## config.mk

```make
export PLATFORM = sky130hd
export DESIGN_NAME = pcgs_gauge_flat
export DESIGN_NICKNAME = d
export VERILOG_FILES = /design/src/rtl/pcgs_pkg.sv /design/src/rtl/pcgs_link_if.sv /design/src/rtl/pcgs_gauge.sv /design/src/flat_wrapper.sv
export SDC_FILE = /design/constraint.sdc
export NUM_CORES = 1
export LEC_CHECK = 0
export BUFFER_PORTS_ARGS = -buffer_cell sky130_fd_sc_hd__buf_2
export CAP_MARGIN = 25
export CORE_UTILIZATION = 25
export CTS_CLUSTER_SIZE = 12
export DETAILED_ROUTE_END_ITERATION = 10
export HOLD_SLACK_MARGIN = 0.05
export PLACE_DENSITY = 0.53
export SYNTH_ARGS = -nofsm -noshare
export SYNTH_HDL_FRONTEND = slang
export SYNTH_SLANG_ARGS = --single-unit
```

## constraint.sdc

```tcl
create_clock -name clk -period 2.2 [get_ports clk]
set_input_delay 0.22 -clock clk [delete_from_list [all_inputs] [get_ports clk]]
set_output_delay 0.22 -clock clk [all_outputs]
set_load 0.005 [all_outputs]
```

## src/rtl/pcgs_pkg.sv

```systemverilog
// Constants and types shared by the gauge sequencer device end and host end.
// Assumes one 100 MHz clock shared by both ends on their own clk ports; the link interface carries no clock.
package pcgs_pkg;
	localparam int unsigned CLK_HZ           = 100_000_000;
	localparam int unsigned LEAD_TIME_MS     = 1000;
	localparam int unsigned LEAD_CYCLES      = (CLK_HZ / 1000) * LEAD_TIME_MS;
	localparam logic [6:0]  TARGET_ADDR      = 7'h55;
	localparam logic [1:0]  MODE_ACC         = 2'h0;
	localparam logic [1:0]  MODE_SOH         = 2'h1;
	localparam logic [1:0]  MODE_EOS         = 2'h2;
	localparam logic [15:0] SUB_GAUGE_START  = 16'h0011;
	localparam logic [15:0] SUB_GAUGE_STOP   = 16'h0012;
	localparam logic [15:0] SUB_RESET        = 16'h0041;
	localparam logic [1:0]  CMD_CONTROL      = 2'h0;
	localparam logic [1:0]  CMD_RD_STATUS    = 2'h1;
	localparam logic [1:0]  CMD_RD_CHARGE    = 2'h2;
	localparam logic [1:0]  CMD_WR_TEMP      = 2'h3;
	localparam logic [1:0]  CFG_MODE_LSB     = 2'h0;
	localparam int unsigned CFG_EXTDIV_BIT   = 2;
	localparam int unsigned CFG_TSRC_BIT     = 3;
	localparam int unsigned CFG_HTEMP_BIT    = 4;
	localparam logic [4:0]  CFG_RESET        = 5'h08;
	localparam int unsigned ST_INIT_BIT      = 0;
	localparam int unsigned ST_DONE_BIT      = 1;
	localparam int unsigned ST_EOS_BIT       = 2;
	localparam int unsigned ST_ACTIVE_BIT    = 3;
	localparam logic [7:0]  INIT_CYCLES      = 8'h10;
	localparam logic [7:0]  FINISH_CYCLES    = 8'h20;
	localparam logic [15:0] HREG_CMD         = 16'h0000;
	localparam logic [15:0] HREG_DATA        = 16'h0004;
	localparam logic [15:0] HREG_STATUS      = 16'h0008;
	localparam logic [15:0] HREG_RESULT      = 16'h000c;
	typedef enum logic [4:0] {
		PCGS_OFF    = 5'b00001,
		PCGS_INIT   = 5'b00010,
		PCGS_IDLE   = 5'b00100,
		PCGS_ACTIVE = 5'b01000,
		PCGS_FINISH = 5'b10000
	} pcgs_state_e;
endpackage

```

## src/rtl/pcgs_link_if.sv

```systemverilog
// Link between the host end and the gauge end: power pin, command channel
// and alert line. Transport is abstracted as one-cycle command strobes.
`timescale 1ns/10ps
interface pcgs_link_if;
	logic        gauge_power_pin;
	logic        cmd_valid;
	logic [6:0]  cmd_addr;
	logic [1:0]  cmd_kind;
	logic [15:0] cmd_data;
	logic        rsp_valid;
	logic [15:0] rsp_data;
	logic        alert_n;
	modport gauge (input gauge_power_pin, cmd_valid, cmd_addr, cmd_kind, cmd_data,
		output rsp_valid, rsp_data, alert_n);
	modport host (output gauge_power_pin, cmd_valid, cmd_addr, cmd_kind, cmd_data,
		input rsp_valid, rsp_data, alert_n);
endinterface

```

## src/rtl/pcgs_gauge.sv

```systemverilog
// Gauge end: operating sequencer of the primary-cell gauge.
// Assumes the host keeps the command order and the end-of-service load timing.
// Summary of operation
// - Power pin low clears everything but the response data, no measuring
// - Mode field selects accumulator, health, end-of-service
// - Accumulator default; calibration only in accumulator
// - Accumulator counts charge only, no gauging results
// - After power-up set init flag, alert low
// - Status read clears alert; host then starts
// - Charge count since last start, readable anytime outside health mode
// - Stop finishes work, sets done, alert low
// - Health results readable without start; stop checks thresholds
// - Host starts one second before load pulse
// - Host stops right after pulse, no more pulses
// - After done in end-of-service, decision flag shown
// - Default direct cell, divider when bit set
// - Thermistor default, internal sensor when bit zero
// - Host temperature used when write bit set
// - Host resets after calibration via pin or command
// - Host keeps one mode in the field
// - Subcommand 0x0011 starts active gauging
// - Subcommand 0x0012 stops and finishes tasks
// - Answers only target address 1010101
`timescale 1ns/10ps
module pcgs_gauge (
	// Clock and reset
	input  wire logic               clk,
	input  wire logic               rstn,
	// Link
	pcgs_link_if.gauge              link,
	// Measurement side
	input  wire logic               discharge_tick,
	input  wire logic [15:0]        health_in,
	input  wire logic               eos_verdict_in,
	input  wire logic [15:0]        thermistor_temp,
	input  wire logic [15:0]        internal_temp,
	input  wire logic               calibrate_req,
	// Status to measurement side
	output logic                    measuring,
	output logic [1:0]              gauging_mode_select,
	output logic                    external_divider_select,
	output logic [15:0]             temp_used,
	output logic                    calibrating,
	output logic                    lifetime_store
);
	import pcgs_pkg::*;

	pcgs_state_e  state_r;
	logic [7:0]   wait_r;
	logic [4:0]   op_config_a;
	logic [15:0]  host_temp_r;
	logic [15:0]  passed_charge_count;
	logic         init_complete_flag;
	logic         done_flag_r;
	logic         end_of_service_flag;
	logic         alert_r;
	logic         rsp_valid_r;
	logic [15:0]  rsp_data_r;
	logic         lifetime_r;
	logic         powered;
	logic         hit;
	logic         start_cmd;
	logic         stop_cmd;
	logic         reset_cmd;
	logic         status_rd;
	logic [3:0]   battery_flags_reg;
	logic         accumulator_mode;
	logic         health_mode;

	assign powered          = link.gauge_power_pin;
	assign hit              = link.cmd_valid && (link.cmd_addr == TARGET_ADDR);
	assign start_cmd        = hit && link.cmd_kind == CMD_CONTROL
		&& link.cmd_data == SUB_GAUGE_START;
	assign stop_cmd         = hit && link.cmd_kind == CMD_CONTROL
		&& link.cmd_data == SUB_GAUGE_STOP;
	assign reset_cmd        = hit && link.cmd_kind == CMD_CONTROL
		&& link.cmd_data == SUB_RESET;
	assign status_rd        = hit && link.cmd_kind == CMD_RD_STATUS;
	assign accumulator_mode = op_config_a[CFG_MODE_LSB +: 2] == MODE_ACC;
	assign health_mode      = op_config_a[CFG_MODE_LSB +: 2] == MODE_SOH;
	assign battery_flags_reg = {state_r == PCGS_ACTIVE, end_of_service_flag,
		done_flag_r, init_complete_flag};

	// Sequencer
	always_ff @(posedge clk or negedge rstn) begin
		if (!rstn) begin
			state_r <= PCGS_OFF;
			wait_r  <= 8'h00;
		end else if (!powered || reset_cmd) begin
			state_r <= PCGS_OFF;
			wait_r  <= 8'h00;
		end else begin
			case (state_r)
				PCGS_OFF: begin
					state_r <= PCGS_INIT;
					wait_r  <= INIT_CYCLES;
				end
				PCGS_INIT: begin
					if (wait_r == 8'h00) begin
						state_r <= PCGS_IDLE;
					end else begin
						wait_r <= wait_r - 8'h01;
					end
				end
				PCGS_IDLE: begin
					if (start_cmd) begin
						state_r <= PCGS_ACTIVE;
					end else if (stop_cmd) begin
						state_r <= PCGS_FINISH;
						wait_r  <= FINISH_CYCLES;
					end
				end
				PCGS_ACTIVE: begin
					if (stop_cmd) begin
						state_r <= PCGS_FINISH;
						wait_r  <= FINISH_CYCLES;
					end
				end
				PCGS_FINISH: begin
					if (wait_r == 8'h00) begin
						state_r <= PCGS_IDLE;
					end else begin
						wait_r <= wait_r - 8'h01;
					end
				end
				default: state_r <= PCGS_OFF;
			endcase
		end
	end

	// Configuration, volatile: lost with power
	always_ff @(posedge clk or negedge rstn) begin
		if (!rstn) begin
			op_config_a <= CFG_RESET;
			host_temp_r <= 16'h0000;
		end else if (!powered) begin
			op_config_a <= CFG_RESET;
			host_temp_r <= 16'h0000;
		end else if (hit && link.cmd_kind == CMD_WR_TEMP) begin
			if (op_config_a[CFG_HTEMP_BIT]) begin
				host_temp_r <= link.cmd_data;
			end else if (state_r == PCGS_IDLE) begin
				op_config_a <= link.cmd_data[4:0];
			end
		end
	end

	// Passed charge accumulates only while active
	always_ff @(posedge clk or negedge rstn) begin
		if (!rstn) begin
			passed_charge_count <= 16'h0000;
		end else if (!powered || start_cmd) begin
			passed_charge_count <= 16'h0000;
		end else if (state_r == PCGS_ACTIVE && discharge_tick) begin
			passed_charge_count <= passed_charge_count + 16'h0001;
		end
	end

	// Flags; a new event wins over the clearing read
	always_ff @(posedge clk or negedge rstn) begin
		if (!rstn) begin
			init_complete_flag  <= 1'b0;
			done_flag_r         <= 1'b0;
			end_of_service_flag <= 1'b0;
			alert_r             <= 1'b0;
			lifetime_r          <= 1'b0;
		end else if (!powered) begin
			init_complete_flag  <= 1'b0;
			done_flag_r         <= 1'b0;
			end_of_service_flag <= 1'b0;
			alert_r             <= 1'b0;
			lifetime_r          <= 1'b0;
		end else begin
			lifetime_r <= 1'b0;
			// Start clears done first so that a done event in the same cycle still wins
			if (start_cmd) begin
				done_flag_r <= 1'b0;
			end
			if (state_r == PCGS_INIT && wait_r == 8'h00) begin
				init_complete_flag <= 1'b1;
				alert_r            <= 1'b1;
			end else if (state_r == PCGS_FINISH && wait_r == 8'h00) begin
				done_flag_r <= 1'b1;
				alert_r     <= 1'b1;
				lifetime_r  <= health_mode;
				if (op_config_a[CFG_MODE_LSB +: 2] == MODE_EOS) begin
					end_of_service_flag <= eos_verdict_in;
				end
			end else if (status_rd) begin
				alert_r <= 1'b0;
			end
		end
	end

	// Responses, one cycle after the command
	always_ff @(posedge clk or negedge rstn) begin
		if (!rstn) begin
			rsp_valid_r <= 1'b0;
			rsp_data_r  <= 16'h0000;
		end else begin
			rsp_valid_r <= powered && hit && (link.cmd_kind == CMD_RD_STATUS
				|| link.cmd_kind == CMD_RD_CHARGE);
			if (status_rd) begin
				rsp_data_r <= {12'h000, battery_flags_reg};
			end else if (hit && link.cmd_kind == CMD_RD_CHARGE) begin
				// Health mode reports its result with no gauging needed
				rsp_data_r <= health_mode ? health_in : passed_charge_count;
			end
		end
	end

	assign link.rsp_valid        = rsp_valid_r;
	assign link.rsp_data         = rsp_data_r;
	assign link.alert_n          = !alert_r;
	assign measuring             = state_r == PCGS_ACTIVE;
	assign gauging_mode_select   = op_config_a[CFG_MODE_LSB +: 2];
	assign external_divider_select = op_config_a[CFG_EXTDIV_BIT];
	assign temp_used = op_config_a[CFG_HTEMP_BIT] ? host_temp_r
		: (op_config_a[CFG_TSRC_BIT] ? thermistor_temp : internal_temp);
	assign calibrating    = calibrate_req && accumulator_mode && powered;
	assign lifetime_store = lifetime_r;
endmodule // pcgs_gauge

```

## src/flat_wrapper.sv

```systemverilog
// flat-port wrapper written by rule: the top's interface ports become plain ports
module pcgs_gauge_flat import pcgs_pkg::*;
  (clk, rstn, discharge_tick, health_in, eos_verdict_in, thermistor_temp, internal_temp, calibrate_req, measuring, gauging_mode_select, external_divider_select, temp_used, calibrating, lifetime_store, link_gauge_power_pin, link_cmd_valid, link_cmd_addr, link_cmd_kind, link_cmd_data, link_rsp_valid, link_rsp_data, link_alert_n);
  pcgs_link_if link_i ();
  input  wire logic clk;
  input  wire logic rstn;
  input  wire logic discharge_tick;
  input  wire logic [15:0] health_in;
  input  wire logic eos_verdict_in;
  input  wire logic [15:0] thermistor_temp;
  input  wire logic [15:0] internal_temp;
  input  wire logic calibrate_req;
  output logic measuring;
  output logic [1:0] gauging_mode_select;
  output logic external_divider_select;
  output logic [15:0] temp_used;
  output logic calibrating;
  output logic lifetime_store;
  input wire logic [$bits(link_i.gauge_power_pin)-1:0] link_gauge_power_pin;
  input wire logic [$bits(link_i.cmd_valid)-1:0] link_cmd_valid;
  input wire logic [$bits(link_i.cmd_addr)-1:0] link_cmd_addr;
  input wire logic [$bits(link_i.cmd_kind)-1:0] link_cmd_kind;
  input wire logic [$bits(link_i.cmd_data)-1:0] link_cmd_data;
  output wire logic [$bits(link_i.rsp_valid)-1:0] link_rsp_valid;
  output wire logic [$bits(link_i.rsp_data)-1:0] link_rsp_data;
  output wire logic [$bits(link_i.alert_n)-1:0] link_alert_n;
  assign link_i.gauge_power_pin = link_gauge_power_pin;
  assign link_i.cmd_valid = link_cmd_valid;
  assign link_i.cmd_addr = link_cmd_addr;
  assign link_i.cmd_kind = link_cmd_kind;
  assign link_i.cmd_data = link_cmd_data;
  assign link_rsp_valid = link_i.rsp_valid;
  assign link_rsp_data = link_i.rsp_data;
  assign link_alert_n = link_i.alert_n;
  pcgs_gauge u_core (.clk(clk), .rstn(rstn), .link(link_i), .discharge_tick(discharge_tick), .health_in(health_in), .eos_verdict_in(eos_verdict_in), .thermistor_temp(thermistor_temp), .internal_temp(internal_temp), .calibrate_req(calibrate_req), .measuring(measuring), .gauging_mode_select(gauging_mode_select), .external_divider_select(external_divider_select), .temp_used(temp_used), .calibrating(calibrating), .lifetime_store(lifetime_store));
endmodule
```

==> results.json <==
{
  "run_status": "finished, final reports clean",
  "first_pass_iters": 4,
  "clkLatencyLatePin_ns": 0.33,
  "vdd_drop_max_mv": 0.4099,
  "drive_gt1_share_pct": 31.65,
  "layout_common_cells": "119 x buf_2, 69 x dfrtp_1, 49 x nand2_1, 43 x nor2_1, 38 x mux2i_1",
  "ys_ff_latch": 72,
  "max_freq_ghz": 0.4756,
  "portBuffers": 119,
  "dieArea_sq_um": 16780,
  "synth_edf_count": 0,
  "fin_cells": 770,
  "grt_pass1_wl_um": 18060,
  "maxCapViolations": 0,
  "seq_area_frac_synth_pct": 44.36,
  "place_inst": 751,
  "dr_total_vias": 3647,
  "vias_per_cell": 4.736,
  "drc_errors": 0,
  "ant_nets": 0,
  "syn_nets": 511,
  "hold_viol": 0,
  "cp_max_fo": 5,
  "ys_warn_count": 0,
  "drv_slew": 0,
  "cts_tree": "yes",
  "final_common_cell": "buf_2",
  "root_buffer": "clkbuf_16",
  "die_h_um": 129.6,
  "first_global_vias": 3595,
  "critPathCaptureType": "register",
  "netlist_area_sq_um": 4068,
  "gp_congestion": 0.8194,
  "synthFlopType": "dfrtp_1",
  "die-width_um": 129.6,
  "cp.arrival_ns": 2.35,
  "period_share_pct": 95.57,
  "cp.required_ns": 2.45,
  "clk_pin_slew_ns": 0.05,
  "htree_levels": 3,
  "dp_hpwl_um": 8681,
  "ios": 120,
  "final_core_util_pct": 33.61,
  "track_usage_pct": 13.83,
  "finClkSkew_ns": 0.004312,
  "syn_avg_cell_area_sq_um": 9.571,
  "fin_crit_ns": 2.102,
  "setup_viol": 0,
  "core_sq_um": 15890,
  "hold_path_class": "in2reg",
  "cts_sinks": 72,
  "numCtsBuffers": 9,
  "p_per_area_nw_per_um2": 711.7,
  "rows": 46,
  "drtIter0Drc": 208,
  "antenna_found_initial": 1,
  "critPathLaunchType": "register",
  "synth_cells": 425,
  "grt_max_degree": 73,
  "initial_core_util_pct": 25.61,
  "slew_headroom_pct": 62.39,
  "p_leak_uw": 0.002636,
  "grt.overflow.total": 0,
  "areaGrowthSynthToFinish_pct": 31.25,
  "tightest_slew_ns": 0.5593,
  "nets": 635,
  "drt_wl_total_um": 11410,
  "wire_per_inst_um": 14.82,
  "async_reset_ff_share_pct": 100.0,
  "total_power_uw": 3799,
  "path_class": "reg2reg",
  "clockBufferDepth": 2,
  "synthDistinctLibCells": 57
}
## final timing paths
kind                       slack [ns]  depth (start not counted)                      from                        endpoint
setup / recovery                  0.1                          7          u_core.wait_r[1]           u_core.lifetime_store
max in group asynchronous        1.38                          3                      rstn               u_core.state_r[0]
min in group asynchronous        0.43                          3                      rstn  u_core.passed_charge_count[13]
setup reg to reg                  0.1                          7          u_core.wait_r[1]           u_core.lifetime_store
hold / removal                   0.11                          2      link_gauge_power_pin           u_core.op_config_a[3]
hold reg to reg                  0.47                          2  u_core.link.rsp_data[15]        u_core.link.rsp_data[15]
## what timing repair did
item,in CTS,in global routing
hold buffers,1,0
hold endpoints to repair,70,0
resized for setup,1,8
buffers inserted,0,2
setup endpoints to repair,1,4
cloned,0,0
## cells by family (layout without fill, tap and decap cells)
group	after synthesis	count (layout)	share of synthesized area (%)
multiplexers	39	39	9.689
other	0	1	0
adder cells (fa/ha/maj)	6	6	1.846
AND/OR/NAND/NOR	161	161	21.19
buffers and inverters	37	165	4.122
AO/OA/AOI/OAI	92	92	14.92
flip-flops	72	72	44.36
XOR/XNOR	18	18	3.876
## cell usage after synthesis, types with 7 or more instances
library cell   n  area share, %
o21ai_0       35            4.3
a21oi_1        7           0.86
nor2_1        44            4.1
clkbuf_1      16            1.5
nor3_1         8           0.98
xnor2_1        9            1.9
xor2_1         9            1.9
mux2i_1       38            9.4
a22o_1        16            3.4
nand3_1        9            1.1
nand2_1       49            4.5
dfrtp_1       70             43
inv_1         11            1.0
## metal layers
layer	routed length, um	track usage (%)	vias up	share of wire, %
met5	0	0	-	0
met3	682	2.725	11	6.0
met4	200	5.609	0	1.8
li1	-	-	1796	-
met2	5388	23.53	105	47
met1	5137	17.15	1735	45
## sequential cells by signal, summed over array words and instances (netlist names)
signal	count
u_core.op_config_a	5
u_core.state_r	5
u_core.host_temp_r	16
u_core.wait_r	8
u_core.link.rsp_valid	1
u_core.passed_charge_count	16
u_core.end_of_service_flag	1
u_core.link.rsp_data	16
u_core.init_complete_flag	1
u_core.lifetime_store	1
u_core.done_flag_r	1
u_core.alert_r	1
## area by class of cell
class                           instances  area (sq um)
Clock buffer                           12         256.5
Antenna cell                            1         2.502
Sequential cell                        72          1805
Tap cell                              216         270.3
Clock inverter                          3         65.06
Fill cell                            1646         10550
Multi-Input combinational cell        316          2125
Timing Repair Buffer                  139         773.2
Inverter                               11         41.29
## metrics by stage
step                area [sq um]  hold slack (ns)  TNS (ns)  worst slack (ns)
floorplan                   4068         -0.07559         0            0.1251
global placement            4960           0.2792         0            0.1187
detailed placement          4960           0.2858         0           0.07337
CTS                         5294           0.1009         0           0.04744
global route                5336           0.1259  -0.01383          -0.01383
finish                      5339           0.1063         0           0.09755
## where the power goes
part	internal [uW]	leakage [uW]	switching, uW
clock network	1050	0.000159	523
logic	374	0.00148	387
registers	1380	0.000995	88.4
total	2800	0.00264	998
## critical path, cell delays in order, from the launching register on
cell	delay, ns
dfrtp_1	0.39
inv_2	0.08
ha_4	0.12
or4b_4	0.49
nor4_4	0.26
nand2_1	0.09
or4_4	0.44
nor3_2	0.16
(Power assumes the default switching activity.)
